--- src/inc/twc_pkg.sv ---
// Purpose: Shared constants and helpers for the two-wire bus controller
// Assumes: Registers sit on a simple 3-bit select, 8-bit data CPU port
// Notes: Status codes are local values, not a published table
package twc_pkg;
  // Register selects on the CPU port
  localparam logic [2:0] REG_CTRL = 3'h0;
  localparam logic [2:0] REG_STAT = 3'h1;
  localparam logic [2:0] REG_DATA = 3'h2;
  localparam logic [2:0] REG_ADDR = 3'h3;
  localparam logic [2:0] REG_RATE = 3'h4;
  // bus_control, address and status bit positions
  localparam int CB_INT = 7;
  localparam int CB_EA = 6;
  localparam int CB_STA = 5;
  localparam int CB_STO = 4;
  localparam int CB_EN = 2;
  localparam int CB_IE = 0;
  localparam int AB_GCE = 0;
  localparam int SB_RSVD = 2;
  // Reset values
  localparam logic [7:0] DATA_RST = 8'hFF;
  localparam logic [7:0] ZERO8 = 8'h00;
  localparam logic [6:0] GC_ADDR = 7'h00;
  // Status codes
  localparam logic [4:0] SC_NOINFO = 5'h1F;
  localparam logic [4:0] SC_START = 5'h01;
  localparam logic [4:0] SC_RSTART = 5'h02;
  localparam logic [4:0] SC_ADDR_ACK = 5'h03;
  localparam logic [4:0] SC_ADDR_NACK = 5'h04;
  localparam logic [4:0] SC_DATA_ACK = 5'h05;
  localparam logic [4:0] SC_DATA_NACK = 5'h06;
  localparam logic [4:0] SC_ARB_LOST = 5'h07;
  localparam logic [4:0] SC_RX_ACK = 5'h08;
  localparam logic [4:0] SC_RX_NACK = 5'h09;
  localparam logic [4:0] SC_SLV_ADDR = 5'h0A;
  localparam logic [4:0] SC_SLV_GC = 5'h0B;
  localparam logic [4:0] SC_SLV_RX = 5'h0C;
  localparam logic [4:0] SC_SLV_TX_ACK = 5'h0D;
  localparam logic [4:0] SC_SLV_TX_NACK = 5'h0E;
  localparam logic [4:0] SC_SLV_STOP = 5'h0F;
  // Timing and bit counting
  localparam logic [15:0] HALF_BASE = 16'h0008;
  localparam logic [3:0] PRE_ACK = 4'h7;
  localparam logic [3:0] ACK_BIT = 4'h8;
  localparam logic [1:0] PH_0 = 2'h0;
  localparam logic [1:0] PH_1 = 2'h1;
  localparam logic [1:0] PH_2 = 2'h2;
  localparam int FIFO_W = 8;
  localparam int FIFO_D = 8;
  typedef enum logic [2:0] {S_IDLE, S_WAIT_FREE, S_START, S_BYTE, S_STOP} twc_state_e;
  // Half an SCL period in clk_sys cycles: base plus divider times 4^ps
  function automatic logic [15:0] half_period(input logic [7:0] div, input logic [1:0] ps);
    return HALF_BASE + 16'({8'h00, div} << {ps, 1'b0});
  endfunction
  function automatic logic addr_hit(input logic [6:0] rx, input logic [6:0] own, input logic gce);
    return (rx == own) || (gce && (rx == GC_ADDR));
  endfunction
endpackage

--- src/hdl/twc_ctrl.sv ---
// Purpose: Byte-oriented two-wire bus controller, master and slave
// Assumes: SCL and SDA are open drain; CPU port on clk_sys
// Notes: Received bytes also stream out through an 8-word FIFO
`timescale 1ns/1ps
module twc_fifo
  import twc_pkg::*;
#(
  parameter int W = FIFO_W,
  parameter int D = FIFO_D
)
(
  input wire logic clk_sys, // System clock
  input wire logic rst, // Async reset
  input wire logic in_valid, // Push request
  output logic in_ready, // Room left
  input wire logic [W-1:0] in_data, // Push data
  output logic out_valid, // Data present
  input wire logic out_ready, // Pop request
  output logic [W-1:0] out_data // Head word
);
  localparam int AW = $clog2(D);
  logic [W-1:0] mem [D];
  logic [AW:0] wr_q;
  logic [AW:0] rd_q;
  assign in_ready = !((wr_q[AW] != rd_q[AW]) && (wr_q[AW-1:0] == rd_q[AW-1:0]));
  assign out_valid = (wr_q != rd_q);
  assign out_data = mem[rd_q[AW-1:0]];
  always_ff @(posedge clk_sys)
  begin
    if (in_valid && in_ready)
      mem[wr_q[AW-1:0]] <= in_data;
  end
  always_ff @(posedge clk_sys or posedge rst)
  begin
    if (rst)
    begin
      wr_q <= '0;
      rd_q <= '0;
    end
    else
    begin
      if (in_valid && in_ready)
        wr_q <= wr_q + 1'b1;
      if (out_valid && out_ready)
        rd_q <= rd_q + 1'b1;
    end
  end
endmodule // twc_fifo

////////////////////////////////////////////////////////////////////////
// Summary of operation
// - Start request waits for a free bus, then sends START.
// - Master stop request sends STOP, then clears itself.
// - Slave stop request sends nothing; unaddress and release both lines.
// - Data write with job flag low sets collision; high clears it.
// - Enable hands the pins to the controller and turns on pin conditioning.
// - Disable aborts everything at once.
// - Interrupt follows job flag, gated by local and global enables.
// - Status register upper five bits hold the status code.
// - Status bit 2 reads zero.
// - Low status bits select prescale 1, 4, 16, 64.
// - Data writes accepted only with job flag set; then held stable.
// - Bus data shifts in while shifting out; register holds last byte.
// - Data contents after sleep wake-up are undefined.
// - Arbitration loss drops to slave without losing the byte; automatic ack.
// - Upper seven address bits are the own slave address.
// - General call enable also matches address zero; match raises job flag.
// - No bus operation while job flag set; start right after clearing.
// - Job flag and status after START, address or data byte.
// - No job flag after a STOP sent as master; an addressed slave flags SC_SLV_STOP.
// - Job flag cleared by writing one or by disable; master or addressed slave holds SCL low while set.
// - With ack enable, ack own address, general call or received data.
module twc_ctrl
  import twc_pkg::*;
(
  input wire logic clk_sys, // System clock, 20 MHz
  input wire logic rst, // Async reset, active high
  input wire logic [2:0] reg_sel, // Register select
  input wire logic reg_wr, // Write strobe
  input wire logic [7:0] reg_wdata, // Write data
  output logic [7:0] reg_rdata, // Read data, one cycle later
  input wire logic global_irq_en, // CPU global interrupt enable
  output logic irq, // Interrupt request
  output logic pin_ctrl_en, // Pin slew and spike filter enable
  input wire logic scl_in, // SCL pin level
  output logic scl_out, // SCL drive value
  output logic scl_oe_n, // SCL pull low when 0
  input wire logic sda_in, // SDA pin level
  output logic sda_out, // SDA drive value
  output logic sda_oe_n, // SDA pull low when 0
  output logic [7:0] rx_data, // Received byte
  output logic rx_valid, // Received byte present
  input wire logic rx_ready // Consumer takes byte
);
  twc_state_e state_q;
  logic [1:0] scl_sync_q, sda_sync_q;
  logic scl_prev_q, sda_prev_q, scl_s, sda_s;
  logic scl_rise, scl_fall, bus_start, bus_stop, bus_busy_q;
  logic wr_ctrl, wr_stat, wr_data, wr_addr, wr_rate;
  logic int_flag_q, ea_q, sta_q, sto_q, wc_q, en_q, ie_q, gce_q;
  logic [1:0] ps_q, phase_q;
  logic [7:0] shift_q, rate_q, rdata_q;
  logic [6:0] own_q;
  logic [4:0] status_q;
  logic master_q, addressed_q, tx_q, addr_ph_q, sda_rel_q, scl_low_q;
  logic ack_q, arb_q, pend_q, rs_q, push_q, go, hit, fifo_rdy;
  logic [3:0] bit_cnt_q;
  logic [15:0] timer_q, half;
  logic half_done;

  ////////////////////////////////////////////////////////////////////////
  // Pin synchronisers and bus condition detection
  always_ff @(posedge clk_sys or posedge rst)
  begin
    if (rst)
    begin
      scl_sync_q <= 2'h3;
      sda_sync_q <= 2'h3;
      scl_prev_q <= 1'b1;
      sda_prev_q <= 1'b1;
    end
    else
    begin
      scl_sync_q <= {scl_sync_q[0], scl_in};
      sda_sync_q <= {sda_sync_q[0], sda_in};
      scl_prev_q <= scl_sync_q[1];
      sda_prev_q <= sda_sync_q[1];
    end
  end
  assign scl_s = scl_sync_q[1];
  assign sda_s = sda_sync_q[1];
  assign scl_rise = scl_s && !scl_prev_q;
  assign scl_fall = !scl_s && scl_prev_q;
  assign bus_start = scl_s && scl_prev_q && sda_prev_q && !sda_s;
  assign bus_stop = scl_s && scl_prev_q && !sda_prev_q && sda_s;

  always_ff @(posedge clk_sys or posedge rst)
  begin
    if (rst)
      bus_busy_q <= 1'b0;
    else if (!en_q || bus_stop)
      bus_busy_q <= 1'b0;
    else if (bus_start)
      bus_busy_q <= 1'b1;
  end

  ////////////////////////////////////////////////////////////////////////
  // Register port
  always_comb
  begin
    wr_ctrl = 1'b0;
    wr_stat = 1'b0;
    wr_data = 1'b0;
    wr_addr = 1'b0;
    wr_rate = 1'b0;
    if (reg_sel == REG_CTRL)
      wr_ctrl = reg_wr;
    else if (reg_sel == REG_STAT)
      wr_stat = reg_wr;
    else if (reg_sel == REG_DATA)
      wr_data = reg_wr;
    else if (reg_sel == REG_ADDR)
      wr_addr = reg_wr;
    else if (reg_sel == REG_RATE)
      wr_rate = reg_wr;
  end

  // Reserved control bit is dropped on write
  always_ff @(posedge clk_sys or posedge rst)
  begin
    if (rst)
    begin
      ea_q <= 1'b0;
      sta_q <= 1'b0;
      en_q <= 1'b0;
      ie_q <= 1'b0;
    end
    else if (wr_ctrl)
    begin
      ea_q <= reg_wdata[CB_EA];
      sta_q <= reg_wdata[CB_STA];
      en_q <= reg_wdata[CB_EN];
      ie_q <= reg_wdata[CB_IE];
    end
  end

  always_ff @(posedge clk_sys or posedge rst)
  begin
    if (rst)
    begin
      ps_q <= 2'h0;
      own_q <= GC_ADDR;
      gce_q <= 1'b0;
      rate_q <= ZERO8;
    end
    else
    begin
      if (wr_stat)
        ps_q <= reg_wdata[1:0];
      if (wr_addr)
      begin
        own_q <= reg_wdata[7:1];
        gce_q <= reg_wdata[AB_GCE];
      end
      if (wr_rate)
        rate_q <= reg_wdata;
    end
  end

  always_ff @(posedge clk_sys or posedge rst)
  begin
    if (rst)
      wc_q <= 1'b0;
    else if (wr_data)
      wc_q <= !int_flag_q;
  end

  always_ff @(posedge clk_sys or posedge rst)
  begin
    if (rst)
      rdata_q <= ZERO8;
    else if (reg_sel == REG_CTRL)
      rdata_q <= {int_flag_q, ea_q, sta_q, sto_q, wc_q, en_q, 1'b0, ie_q};
    else if (reg_sel == REG_STAT)
      rdata_q <= {int_flag_q ? status_q : SC_NOINFO, 1'b0, ps_q};
    else if (reg_sel == REG_DATA)
      rdata_q <= shift_q;
    else if (reg_sel == REG_ADDR)
      rdata_q <= {own_q, gce_q};
    else if (reg_sel == REG_RATE)
      rdata_q <= rate_q;
    else
      rdata_q <= ZERO8;
  end
  assign reg_rdata = rdata_q;

  ////////////////////////////////////////////////////////////////////////
  // Bus engine
  assign half = half_period(rate_q, ps_q);
  assign half_done = (timer_q >= half);
  assign hit = addr_hit(shift_q[7:1], own_q, gce_q);
  // Launch only with the flag low, so nothing moves while software works
  assign go = (state_q == S_IDLE) && pend_q && !int_flag_q && en_q;

  always_ff @(posedge clk_sys or posedge rst)
  begin
    if (rst)
    begin
      state_q <= S_IDLE;
      int_flag_q <= 1'b0;
      status_q <= SC_NOINFO;
      sto_q <= 1'b0;
      shift_q <= DATA_RST;
      master_q <= 1'b0;
      addressed_q <= 1'b0;
      tx_q <= 1'b0;
      addr_ph_q <= 1'b0;
      sda_rel_q <= 1'b1;
      scl_low_q <= 1'b0;
      phase_q <= PH_0;
      bit_cnt_q <= 4'h0;
      timer_q <= 16'h0000;
      ack_q <= 1'b1;
      arb_q <= 1'b0;
      pend_q <= 1'b0;
      rs_q <= 1'b0;
      push_q <= 1'b0;
    end
    else
    begin
      push_q <= 1'b0;
      timer_q <= timer_q + 16'h0001;
      if (wr_ctrl)
        sto_q <= reg_wdata[CB_STO];
      if (wr_ctrl && reg_wdata[CB_INT])
      begin
        int_flag_q <= 1'b0;
        pend_q <= 1'b1;
      end
      if (wr_data && int_flag_q)
        shift_q <= reg_wdata;
      if (!en_q)
      begin
        state_q <= S_IDLE;
        int_flag_q <= 1'b0;
        sto_q <= 1'b0;
        pend_q <= 1'b0;
        master_q <= 1'b0;
        addressed_q <= 1'b0;
        sda_rel_q <= 1'b1;
        scl_low_q <= 1'b0;
      end
      else
      case (state_q)
        S_IDLE:
        begin
          if (go)
          begin
            pend_q <= 1'b0;
            timer_q <= 16'h0000;
            phase_q <= PH_0;
            bit_cnt_q <= 4'h0;
            if (sta_q)
            begin
              rs_q <= master_q;
              state_q <= (master_q || !bus_busy_q) ? S_START : S_WAIT_FREE;
            end
            else if (sto_q && master_q)
              state_q <= S_STOP;
            else if (sto_q)
            begin
              addressed_q <= 1'b0;
              sto_q <= 1'b0;
              sda_rel_q <= 1'b1;
            end
            else if ((master_q || addressed_q) && (tx_q || fifo_rdy))
            begin
              state_q <= S_BYTE;
              sda_rel_q <= tx_q ? shift_q[7] : 1'b1;
            end
            else
              pend_q <= 1'b1;
          end
          else if (bus_start && !master_q && !int_flag_q && ea_q)
          begin
            state_q <= S_BYTE;
            addr_ph_q <= 1'b1;
            tx_q <= 1'b0;
            bit_cnt_q <= 4'h0;
            sda_rel_q <= 1'b1;
            addressed_q <= 1'b0;
          end
        end
        S_WAIT_FREE:
        begin
          timer_q <= 16'h0000;
          if (!bus_busy_q)
            state_q <= S_START;
        end
        S_START:
        begin
          case (phase_q)
            PH_0:
            begin
              sda_rel_q <= 1'b1;
              scl_low_q <= 1'b0;
              if (!scl_s || !sda_s)
                timer_q <= 16'h0000;
              else if (!master_q && bus_busy_q)
                state_q <= S_WAIT_FREE;
              else if (half_done)
              begin
                sda_rel_q <= 1'b0;
                timer_q <= 16'h0000;
                phase_q <= PH_1;
              end
            end
            PH_1:
            begin
              if (half_done)
              begin
                scl_low_q <= 1'b1;
                master_q <= 1'b1;
                timer_q <= 16'h0000;
                phase_q <= PH_2;
              end
            end
            default:
            begin
              if (half_done)
              begin
                state_q <= S_IDLE;
                int_flag_q <= 1'b1;
                status_q <= rs_q ? SC_RSTART : SC_START;
                tx_q <= 1'b1;
                addr_ph_q <= 1'b1;
              end
            end
          endcase
        end
        S_BYTE:
        begin
          // Master clock; a slave holding SCL low freezes the high count
          if (master_q && scl_low_q && half_done)
          begin
            scl_low_q <= 1'b0;
            timer_q <= 16'h0000;
          end
          else if (master_q && !scl_low_q && (!scl_s || half_done))
          begin
            scl_low_q <= scl_s;
            timer_q <= 16'h0000;
          end
          if (scl_rise && bit_cnt_q != ACK_BIT)
          begin
            shift_q <= {shift_q[6:0], sda_s};
            if (master_q && tx_q && sda_rel_q && !sda_s)
            begin
              master_q <= 1'b0;
              arb_q <= 1'b1;
              tx_q <= 1'b0;
              scl_low_q <= 1'b0;
            end
          end
          else if (scl_rise)
            ack_q <= sda_s;
          if (!master_q && bus_stop)
          begin
            state_q <= S_IDLE;
            sda_rel_q <= 1'b1;
            addressed_q <= 1'b0;
            if (addressed_q)
            begin
              int_flag_q <= 1'b1;
              status_q <= SC_SLV_STOP;
            end
          end
          else if (scl_fall && bit_cnt_q != ACK_BIT)
          begin
            bit_cnt_q <= bit_cnt_q + 4'h1;
            if (bit_cnt_q == PRE_ACK)
              sda_rel_q <= tx_q || !(ea_q && (!addr_ph_q || master_q || hit));
            else
              sda_rel_q <= tx_q ? shift_q[7] : 1'b1;
          end
          else if (scl_fall)
          begin
            state_q <= S_IDLE;
            bit_cnt_q <= 4'h0;
            addr_ph_q <= 1'b0;
            sda_rel_q <= 1'b1;
            int_flag_q <= 1'b1;
            if (arb_q)
            begin
              arb_q <= 1'b0;
              status_q <= SC_ARB_LOST;
            end
            else if (master_q && addr_ph_q)
            begin
              tx_q <= !shift_q[0];
              status_q <= ack_q ? SC_ADDR_NACK : SC_ADDR_ACK;
            end
            else if (master_q && tx_q)
              status_q <= ack_q ? SC_DATA_NACK : SC_DATA_ACK;
            else if (master_q)
            begin
              push_q <= 1'b1;
              status_q <= sda_rel_q ? SC_RX_NACK : SC_RX_ACK;
            end
            else if (addr_ph_q && hit && ea_q)
            begin
              addressed_q <= 1'b1;
              tx_q <= shift_q[0];
              status_q <= (shift_q[7:1] == GC_ADDR) ? SC_SLV_GC : SC_SLV_ADDR;
            end
            else if (addr_ph_q)
              int_flag_q <= 1'b0;
            else if (tx_q)
              status_q <= ack_q ? SC_SLV_TX_NACK : SC_SLV_TX_ACK;
            else
            begin
              push_q <= 1'b1;
              status_q <= SC_SLV_RX;
            end
          end
        end
        default:
        begin
          case (phase_q)
            PH_0:
            begin
              sda_rel_q <= 1'b0;
              if (half_done)
              begin
                scl_low_q <= 1'b0;
                timer_q <= 16'h0000;
                phase_q <= PH_1;
              end
            end
            PH_1:
            begin
              if (!scl_s)
                timer_q <= 16'h0000;
              else if (half_done)
              begin
                sda_rel_q <= 1'b1;
                timer_q <= 16'h0000;
                phase_q <= PH_2;
              end
            end
            default:
            begin
              if (half_done)
              begin
                state_q <= S_IDLE;
                master_q <= 1'b0;
                tx_q <= 1'b0;
                sto_q <= 1'b0;
              end
            end
          endcase
        end
      endcase
    end
  end

  ////////////////////////////////////////////////////////////////////////
  // Receive stream; a full FIFO holds off the next receive byte
  twc_fifo #(.W(FIFO_W), .D(FIFO_D)) u_fifo (
    .clk_sys(clk_sys),
    .rst(rst),
    .in_valid(push_q),
    .in_ready(fifo_rdy),
    .in_data(shift_q),
    .out_valid(rx_valid),
    .out_ready(rx_ready),
    .out_data(rx_data)
  );

  // Shift contents after a sleep wake-up carry no guarantee
  assign irq = int_flag_q && ie_q && global_irq_en;
  assign pin_ctrl_en = en_q;
  assign scl_out = 1'b0;
  assign sda_out = 1'b0;
  // Addressed slave stretches while the flag is up; master owns its own clock
  assign scl_oe_n = !(en_q && (master_q ? scl_low_q : (addressed_q && int_flag_q)));
  assign sda_oe_n = !(en_q && !sda_rel_q);
endmodule // twc_ctrl

--- config.mk ---
export PLATFORM = sky130hd
export DESIGN_NAME = twc_ctrl
export DESIGN_NICKNAME = d
export VERILOG_FILES = /design/src/inc/twc_pkg.sv /design/src/hdl/twc_ctrl.sv
export SDC_FILE = /design/constraint.sdc
export NUM_CORES = 1
export LEC_CHECK = 0
export BUFFER_PORTS_ARGS = -buffer_cell sky130_fd_sc_hd__buf_4
export CAP_MARGIN = 25
export CORE_MARGIN = 2
export CORE_UTILIZATION = 40
export CTS_BUF_LIST = sky130_fd_sc_hd__clkbuf_16
export DETAILED_ROUTE_END_ITERATION = 8
export GPL_TIMING_DRIVEN = 0
export SLEW_MARGIN = 20
export SYNTH_ARGS = -nofsm -noshare
export SYNTH_HDL_FRONTEND = slang
export SYNTH_SLANG_ARGS = --single-unit
--- constraint.sdc ---
create_clock -name clk_sys -period 6.8 [get_ports clk_sys]
set_clock_uncertainty 0.05 [all_clocks]
set_input_delay 1.7 -clock clk_sys [delete_from_list [all_inputs] [get_ports clk_sys]]
set_output_delay 1.7 -clock clk_sys [all_outputs]
set_load 0.01 [all_outputs]
=== Word-level counts from Yosys, hierarchy flattened ===
Memories as Yosys holds them, arrays and structs flattened.
Index checks and enable logic that the tools add are counted.

* Mux-type cells: 212
* Bitwise logic cells: 3
* Add/sub/neg operators: 5
* Reductions and logical operators: 94
* Eq/ne operators: 70
* Shift-type cells: 1
* $lt $le $gt $ge: 1

{| class="wikitable"
|+ Operators by type and width
! operator !! number
|-
| $mux 1 || 130
|-
| $mux 16 || 8
|-
| $mux 8 || 9
|-
| $mux 5 || 13
|-
| $pmux 16 s2 || 2
|-
| $pmux 16 s4 || 1
|-
| $ne 4x4->1 const B || 15
|-
| $mux 3 || 16
|-
| $ne 3x3->1 const B || 14
|-
| $logic_and 1x1->1 || 41
|-
| $reduce_and 8->1 || 3
|-
| $mux 2 || 11
|-
| $mux 4 || 5
|-
| $reduce_and 10->1 || 2
|-
| $ne 2x2->1 const B || 9
|-
| $ne 6x4->1 const B || 3
|-
| $add 16x1->16 const B || 1
|-
| $add 4x16->16 const A || 1
|-
| $ge 16x16->1 || 1
|-
| $logic_not 1->1 || 16
|-
| $shl 8x3->16 || 1
|-
| $add 4x1->4 const B || 3
|-
| $eq 3x2->1 const B || 4
|-
| $pmux 3 s4 || 1
|-
| 43 further kinds || 76
|}

* Register bits after elaboration: 97
* Memories kept: 1
* Output and inout bits: 23
* RAM bits: 64

{| class="wikitable"
|+ Memory list
! memory !! words !! width !! rd ports !! clocked after Yosys merged registers in !! write ports !! line !! RTL
|-
| u_fifo.mem || 8 || 8 || 1 || 0 || 1 || twc_ctrl.sv:22 || <nowiki>logic [W-1:0] mem [D];</nowiki>
|}

=== Depth between registers and ports, before layout ===
Gate-level depths: netlist of run 1.

* Depth in word-level cells: 15
* Mapped depth: 17
* Mapped depth without buffers: 14

=== By module ===
A second synthesis of run 1 with hierarchy kept.

* Cell total of the unflattened synthesis: 823
* Area, all modules: 9120.0 um^2

{| class="wikitable"
|+ Modules (own cells, without submodules)
! module !! area each (um^2) !! seq. area each (um^2) !! times used !! cells an instance
|-
| twc_ctrl || 6037.0 || 2253.4 || 1 || 669
|-
| twc_fifo || 3083.0 || 2122.0 || 1 || 154
|}

=== Worst setup path after synthesis of run 1 ===
Ideal clock, no wire load.

* Path type: in2out
* Start: input port global_irq_en
* End: output port irq
* Stages on the path: 1
* Buffers on the path: 0
* Required time: 5.050 ns
* Arrival: 1.890 ns
* Path slack: 3.160 ns
* Cell sequence: and3_1

* Cells in the longest elaborated chain, start to end: 1

{| class="wikitable"
|+ Ends and longest elaborated chain
! item !! line !! RTL
|-
| start: declaration || twc_ctrl.sv:82 || <nowiki>input wire logic global_irq_en,</nowiki>
|-
| $logic_and 1x1->1 || twc_ctrl.sv:521 || <nowiki>assign irq = int_flag_q && ie_q && global_irq_en;</nowiki>
|-
| end: declaration || twc_ctrl.sv:83 || <nowiki>output logic irq,</nowiki>
|}

No other way between the ends.

=== Final worst setup path of run 1 ===
* Start: register ps_q[0]
* End: register sda_rel_q

* Cells in the longest elaborated chain, start to end: 9

{| class="wikitable"
|+ Ends and longest elaborated chain
! item !! line !! RTL
|-
| start: declaration || twc_ctrl.sv:101 || <nowiki>logic [1:0] ps_q, phase_q;</nowiki>
|-
| start signal: assignment || twc_ctrl.sv:199 || <nowiki>ps_q <= reg_wdata[1:0];</nowiki>
|-
| $shl 8x3->16 * || twc_pkg.sv:53 || <nowiki>return HALF_BASE + 16'({8'h00, div} << {ps, 1'b0});</nowiki>
|-
| $add 4x16->16 * || twc_pkg.sv:53 ||
|-
| $ge 16x16->1 * || twc_ctrl.sv:240 || <nowiki>assign half_done = (timer_q >= half);</nowiki>
|-
| $mux 1 || twc_ctrl.sv:351 || <nowiki>else if (half_done)</nowiki>
|-
| $mux 1 || twc_ctrl.sv:349 || <nowiki>else if (!master_q && bus_busy_q)</nowiki>
|-
| $mux 1 || twc_ctrl.sv:347 || <nowiki>if (!scl_s || !sda_s)</nowiki>
|-
| $mux 1 || twc_ctrl.sv:342 || <nowiki>case (phase_q)</nowiki>
|-
| $pmux 1 s4 || twc_ctrl.sv:294 || <nowiki>case (state_q)</nowiki>
|-
| $mux 1 || twc_ctrl.sv:282 || <nowiki>if (!en_q)</nowiki>
|-
| end signal: assignment || twc_ctrl.sv:319 || <nowiki>sda_rel_q <= tx_q ? shift_q[7] : 1'b1;</nowiki>
|-
| end signal: assignment || twc_ctrl.sv:422 || <nowiki>sda_rel_q <= tx_q || !(ea_q && (!addr_ph_q || master_q || hit));</nowiki>
|-
| end signal: assignment || twc_ctrl.sv:424 || <nowiki>sda_rel_q <= tx_q ? shift_q[7] : 1'b1;</nowiki>
|-
| end: declaration || twc_ctrl.sv:105 || <nowiki>logic master_q, addressed_q, tx_q, addr_ph_q, sda_rel_q, scl_low_q;</nowiki>
|}

Mark *: on every way between the ends. The rest lies on a longest branch, timed or not. The select of a mux whose other input is x is not followed.
A chain may end at the register's enable or synchronous reset.

==> results of run 1 <==
kinds of logic (layout without fill, tap and decap cells):
group,Yosys count,after routing,share of synthesized area (%)
mux,80,80,11.9
flops,161,161,49.8
buf+inv,65,135,3.03
other cells,2,3,0.0855
compound gates,181,181,14.1
simple gates,235,235,14.4
fa+ha+maj,21,21,2.99
xor+xnor,37,37,3.69
final cells by class:
cell class                 instances  area (µm²)  area share (%)
multi-input combinational        557        4160            41.5
buffer                            44         188            1.87
clock buffer                      17         425            4.24
sequential                       161        4380            43.7
inverter                          21        83.8           0.836
timing repair buffer              38         305            3.05
tap                              280         350            3.50
clock inverter                    15         136            1.36
worst register-to-register path, delay by kind of cell, from the launching register on:
family                     cells  cell delay [ns]
buffers and inverters          3             1.25
and+or+nand+nor                6             0.96
AOI/OAI and AO/OA              3             0.64
adders and majority gates      2             0.57
DFF                            1             0.34
muxes                          1             0.31
xor gates and xnor gates       1             0.15
path summary, 6_finish.rpt:
path	start	to	slack (ns)	depth (start not counted)
max	ps_q[0]	sda_rel_q	2.46	16
min	scl_sync_q[0]	scl_sync_q[1]	0.31	0
max reg2reg	ps_q[0]	sda_rel_q	2.46	16
min reg2reg	scl_sync_q[0]	scl_sync_q[1]	0.31	0
max in group asynchronous	rst	ack_q	4.86	3
min in group asynchronous	rst	timer_q[5]	1.17	2
Yosys cell counts, drive strengths merged, types with 20 or more instances:
cell type	number
o21ai	50
a211oi	22
clkbuf	30
nor3	20
dfrtp	76
nor2	40
edfxtp	64
ha	21
dfstp	21
nand2	63
mux2	34
nand3	20
mux2i	30
a21oi	28
stage by stage:
step	instance area, µm²	setup WS, ns
after global routing	10000	2.10
after CTS	10000	2.47
after floorplan	8790	2.55
final	10000	2.46
after detailed placement	9460	2.55
after global placement	9420	1.22
flip-flops by register name (all words and copies together) (netlist names), 2 cells and up:
register / count
bit_cnt_q: 4
own_q: 7
rate_q: 8
status_q: 5
phase_q: 2
sda_sync_q: 2
u_fifo.mem: 64
u_fifo.wr_q: 4
ps_q: 2
shift_q: 8
scl_sync_q: 2
u_fifo.rd_q: 4
state_q: 3
timer_q: 16
reg_rdata: 8
power by group through the flow:
stage,registers [W],clock network (W),logic (W)
2_1_floorplan,0.00131,0,0.000494
3_3_place_gp,0.00138,0,0.000662
3_5_place_dp,0.00138,0,0.000665
4_1_cts,0.00137,0.000939,0.000669
5_1_grt,0.00139,0.000980,0.000754
6_report,0.00136,0.000924,0.000675
layer usage:
metal / up-vias / track usage (%) / part of all wire, %
met1: 3156 / 26.7 / 46
met5: - / 0 / 0
met4: 0 / 6.23 / 1.8
li1: 3057 / - / -
met2: 185 / 31.7 / 48
met3: 35 / 3.36 / 4.3
==> results_dict.tcl, run 1 <==
set metrics [dict create \
    leakagePower_nw 3.84 \
    synth_edf_count 64 \
    synth_ff_type "dfrtp_1" \
    fp.dieH_um 152 \
    die_w_um 152 \
    critical-path-top-delay-family "buffers and inverters" \
    cts_resized 0 \
    finalCritPeriodShare_pct 63.9 \
    clkSinkCount 161 \
    fmax_ghz 0.230 \
    powerDensity_nw_per_um2 296 \
    antenna_found_initial 0 \
    dp_hpwl_mm 15.8 \
    async_flop_share_pct 60.2 \
    pwr-share-comb_pct 22.8 \
    crit_top_cell "clkbuf_1" \
    clock_latency_ns 0.43 \
    relSlewSlack_pct 32.3 \
    min_period_ns 4.34 \
    io_pins 41 \
    ys_seq_area_share_pct 49.8 \
    synth.distinct_cells 84 \
    nets 879 \
    synth_area_um2 8790 \
    slew_viol_final 0 \
    p_switching_w 0.000997 \
    port_buffers 37 \
    grt_pass1_vias 6486 \
    cpMaxStageDelayCell "clkbuf_1" \
    gp_congestion 0.914 \
    ys_ff_latch 161 \
    seqPwrFrac_pct 46.0 \
    grt_usage_pct 19.5 \
    drive_gt1_share_pct 19.7 \
    finalHoldViolations 0 \
    fin_tns_setup_ns 0 \
    vias 6433 \
    swShare_pct 33.7 \
    dp_cells 1101 \
    wire_per_inst_um 19.6 \
    antenna_cells 0 \
    grt_overflow 0 \
    worst_pin_slew_ns 1.01 \
    worstSetupStartpointType "flop" \
    max-cap-violations 0 \
    wl_mm 22.2 \
    synth_area_leaders "edfxtp_1 22%, dfrtp_1 22%, dfstp_2 6.3%, mux2_2 4.1%, mux4_2 4.1%" \
    numCtsBuffers 17 \
    cts_buffer_depth 2 \
    yosysTopAreaCell "edfxtp_1" \
    drt_pass1_iterations 5 \
    vdd_drop_max_mv 0.173 \
    synth_top_area_share_pct 21.9 \
    crit_path_max_incr_delay_ns 0.50 \
    clkTransAtPathRegs_ns 0.07 \
    core_um2 21700 \
    crit_type "flop to flop" \
    initialDrtViolationCount 467 \
    syn_to_final_growth_pct 14.1 \
    nFillCells 2026 \
    rows 54 \
    initial_core_util_pct 40.5 \
    internal_power_w 0.00197 \
    finalSetupViolCount 0 \
    endpoint_kind "flop" \
    cts_tree "done" \
    yosysWarnings 0 \
    worst-path-buf-inv 3 \
    htreeDepth 4 \
    grt_max_degree 75 \
    fin_cells 1133 \
    vias_per_cell 5.68 \
    critical_path.cell_chain "clkbuf_1 -> clkbuf_1 -> nand3b_1 -> o21ai_0 -> ha_1 -> and3_1 -> nand4_1 -> xor2_1 -> nand2_1 -> ha_1 -> nand2_1 -> nor4_2 -> a21bo_2 -> clkbuf_1 -> o221ai_1 -> mux2_2" \
    p_clk_share_pct 31.2 \
    hold_ws_ns 0.307 \
    cp.required_ns 7.10 \
    drc 0 \
    netlist_instances 782 \
    final_core_util_pct 46.2 \
    hold_class "flop to flop" \
    cts_setup_buffers 0 \
    final_cell_mix "76 x dfrtp_1, 64 x edfxtp_1, 63 x nand2_1, 44 x o21ai_0, 40 x nor2_1" \
    grt_pass1_wl_mm 35.9 \
    status "finished clean" \
    ant_nets 0 \
    layout_commonest_cell "dfrtp_1" \
    die-area_um2 23200 \
    ctsHoldBuffers 0 \
    power_w 0.00296 \
    root_buffer "clkbuf_16" \
    syn_area_per_cell_um2 11.2 \
    cp_max_fo 10 \
    critical_path_arrival_ns 4.65 \
    rsz0062_at_grt "false" \
]
Note: power is estimated with default switching activity, not from simulation.
==> run 2: changes to the inputs <==
--- a/config.mk
+++ b/config.mk
@@ -5,6 +5,7 @@
 export SDC_FILE = /design/constraint.sdc
 export NUM_CORES = 1
 export LEC_CHECK = 0
+export ABC_AREA = 1
 export BUFFER_PORTS_ARGS = -buffer_cell sky130_fd_sc_hd__buf_4
 export CAP_MARGIN = 25
 export CORE_MARGIN = 2
==> constraint.sdc (replaced) <==
create_clock -name clk_sys -period 4.29 [get_ports clk_sys]
set_clock_uncertainty 0.05 [all_clocks]
set_input_delay 1.0725 -clock clk_sys [delete_from_list [all_inputs] [get_ports clk_sys]]
set_output_delay 1.0725 -clock clk_sys [all_outputs]
set_load 0.01 [all_outputs]
==> run 2 against run 1 <==
  * Global-route usage is 1.4 points higher
  * Hold slack barely moved
  * Critical path type unchanged
  * Total power increased by 100%
  * Cell count is 23% higher
  * Cell area up 1.5%
  * Clock-buffer cell count stayed put
  * Fmax grew 9.3%
  * Largest cell class unchanged
  * Critical endpoint is now scl_low_q
  * Sequential power increased by 60%
  * Via count up 15%
  * Critical path depth up 4
==> results_dict.tcl, run 2 <==
set metrics [dict create \
    status "finished clean" \
    rsz0062_at_grt "false" \
    finalWorstSetupSlack_ns 0.316 \
    drt_pass1_iterations 5 \
    fp.dieH_um 153 \
    fmax_ghz 0.252 \
    cp.required_ns 4.56 \
    grt_max_degree 68 \
    synth.distinct_cells 60 \
    synth_area_um2 8880 \
    synth_compound_area_share_pct 15.0 \
    die-area_um2 23400 \
    cp_max_fo 10 \
    wl_mm 23.9 \
    dp_hpwl_mm 17.4 \
    clock_latency_ns 0.43 \
    grt_overflow 0 \
    core_um2 21800 \
    ant_nets 0 \
    initial_core_util_pct 40.7 \
    finalInstanceArea_um2 10200 \
    synthSimpleGateAreaFrac_pct 23.0 \
    synth_top_area_share_pct 21.6 \
    rows 54 \
    synth_ff_type "dfrtp_1" \
    cts_buffer_depth 2 \
    gp_congestion 0.928 \
    ys_ff_latch 161 \
    antenna_cells 0 \
    htreeDepth 4 \
    powerDensity_nw_per_um2 587 \
    grt_pass1_vias 6943 \
    numCtsBuffers 17 \
    synth_top_family_by_area "simple AND/OR/NAND/NOR gates" \
    cts_setup_buffers 0 \
    finalHoldViolations 0 \
    root_buffer "clkbuf_16" \
    finalSetupViolCount 0 \
    netlist_instances 1047 \
    min_delay_path_depth 0 \
    synth_edf_count 64 \
    yosysMostFrequentCell "nand2_1" \
    drive_gt1_share_pct 14.2 \
    worst_pin_slew_ns 0.951 \
    drc 0 \
    largest_register_ffs 64 \
    fin_cells 1399 \
    initialDrtViolationCount 482 \
    nets 1145 \
    wire_per_inst_um 17.1 \
    synth_common_cells "202 x nand2_1, 147 x nor2_1, 105 x inv_1" \
    place_area_um2 9550 \
    reg2reg_depth 20 \
    async_flop_share_pct 60.2 \
    leakagePower_nw 4.42 \
    vias 7390 \
    syn_to_final_growth_pct 14.6 \
    layout_commonest_cell "nand2_1" \
    endpoint_kind "flop" \
    muxShareOfSynthArea_pct 0.127 \
    nFillCells 2156 \
    yosysTopAreaCell "edfxtp_1" \
    worstSetupStartpointType "flop" \
    vias_per_cell 5.28 \
    antenna_found_initial 0 \
    ys_seq_area_share_pct 49.3 \
    io_pins 41 \
    port_buffers 38 \
    fin_tns_setup_ns 0 \
    synth_area_leaders "edfxtp_1 22%, dfrtp_1 21%, nand2_1 8.5%, dfstp_2 6.2%, nor2_1 6.2%" \
    slew_viol_final 0 \
    relSlewSlack_pct 36.4 \
    clkSinkCount 161 \
    final_cell_mix "202 x nand2_1, 147 x nor2_1, 104 x inv_1, 103 x o21ai_0, 76 x dfrtp_1" \
    critical_path_arrival_ns 4.25 \
    max-cap-violations 0 \
    die_w_um 153 \
    ctsHoldBuffers 0 \
    finalCritPeriodShare_pct 92.6 \
    clkTransAtPathRegs_ns 0.07 \
    pre_cts_ws_ns 0.341 \
    crit_type "flop to flop" \
    grt_pass1_wl_mm 38.7 \
    hold_class "flop to flop" \
    dp_cells 1367 \
    vdd_drop_max_mv 0.288 \
    cts_tree "done" \
    synth_xor_area_share_pct 2.86 \
    grt_usage_pct 20.8 \
    yosysWarnings 0 \
    power_w 0.00598 \
    min_period_ns 3.97 \
    synthAdderAreaFrac_pct 2.96 \
    syn_area_per_cell_um2 8.48 \
]
[run 2: cell types whose count changed after synthesis, sizes merged, moves of 11 or more]
cell / change
clkbuf: -15
and3: -11
o21ai: +67
a211oi: -21
nand3: +25
nor2: +120
nor2b: -13
mux4: -16
inv: +93
mux2: -33
mux2i: -30
nand2: +148
a21oi: +23
nand2b: -14
[run 2: worst paths after layout]
kind	from	to	slack, ns
setup / recovery	ps_q[1]	scl_low_q	0.32
setup reg to reg	ps_q[1]	scl_low_q	0.32
hold / removal	sda_sync_q[0]	sda_sync_q[1]	0.31
hold reg to reg	sda_sync_q[0]	sda_sync_q[1]	0.31
min in group asynchronous	rst	u_fifo.rd_q[0]	0.56
max in group asynchronous	rst	shift_q[4]	2.94
[run 2: logic make-up after synthesis]
| family | Yosys count |
|---|---|
| adder cells (fa/ha/maj) | 21 |
| AO/OA/AOI/OAI | 231 |
| other | 2 |
| buffers and inverters | 145 |
| XOR/XNOR | 29 |
| flip-flops | 161 |
| AND/OR/NAND/NOR | 457 |
| multiplexers | 1 |
[run 2: per-layer routing]
metal	part of all wire (%)	track usage [%]	wire length, µm	vias up
li1	-	-	-	3650
met1	48	30.9	11400	3532
met2	47	32.8	11200	188
met3	4.5	2.38	1070	20
met4	1.0	5.07	250	0
met5	0	0	0	-
[run 2: stage by stage]
stage | util (%) | hold WS [ns]
after global placement | 43.6 | 0.297
after detailed placement | 43.8 | 0.297
after floorplan | - | 0.295
final | 46.6 | 0.306
after CTS | 46.6 | 0.307
after global routing | 46.6 | 0.308
[run 2: cell type report]
class	count	area, µm²	share of cell area, %
buffer	30	155	1.53
sequential	161	4380	43.0
inverter	115	442	4.34
clock inverter	15	196	1.93
timing repair buffer	39	313	3.07
multi-input combinational	742	3920	38.5
tap	280	350	3.44
clock buffer	17	425	4.18
[run 2: power by group]
group          leakage (nW)  internal [W]  switching [W]
logic                  2.35      0.000757        0.00142
registers              1.77       0.00190       0.000277
clock network         0.305      0.000934       0.000687
total                  4.42       0.00359        0.00239
[run 2: repair_timing]
item	CTS	global route
endpoints found under the setup margin	0	10
hold endpoints to repair	0	0
gates resized for setup	0	1
[run 2: worst max-delay path, cell delays in order, from the launching register on]
cell,delay [ns]
dfrtp_1,0.44
clkbuf_1,0.33
nand3_1,0.12
o21ai_1,0.14
ha_1,0.22
nand2_1,0.09
nor4_2,0.31
nand2_1,0.11
xnor2_1,0.22
inv_1,0.08
ha_1,0.29
a21oi_1,0.15
a21oi_1,0.08
nor2_1,0.18
nand2_2,0.19
nor2_1,0.37
o21ai_0,0.16
o211ai_1,0.14
nor2_1,0.06
nand2_1,0.07
nand2_1,0.05
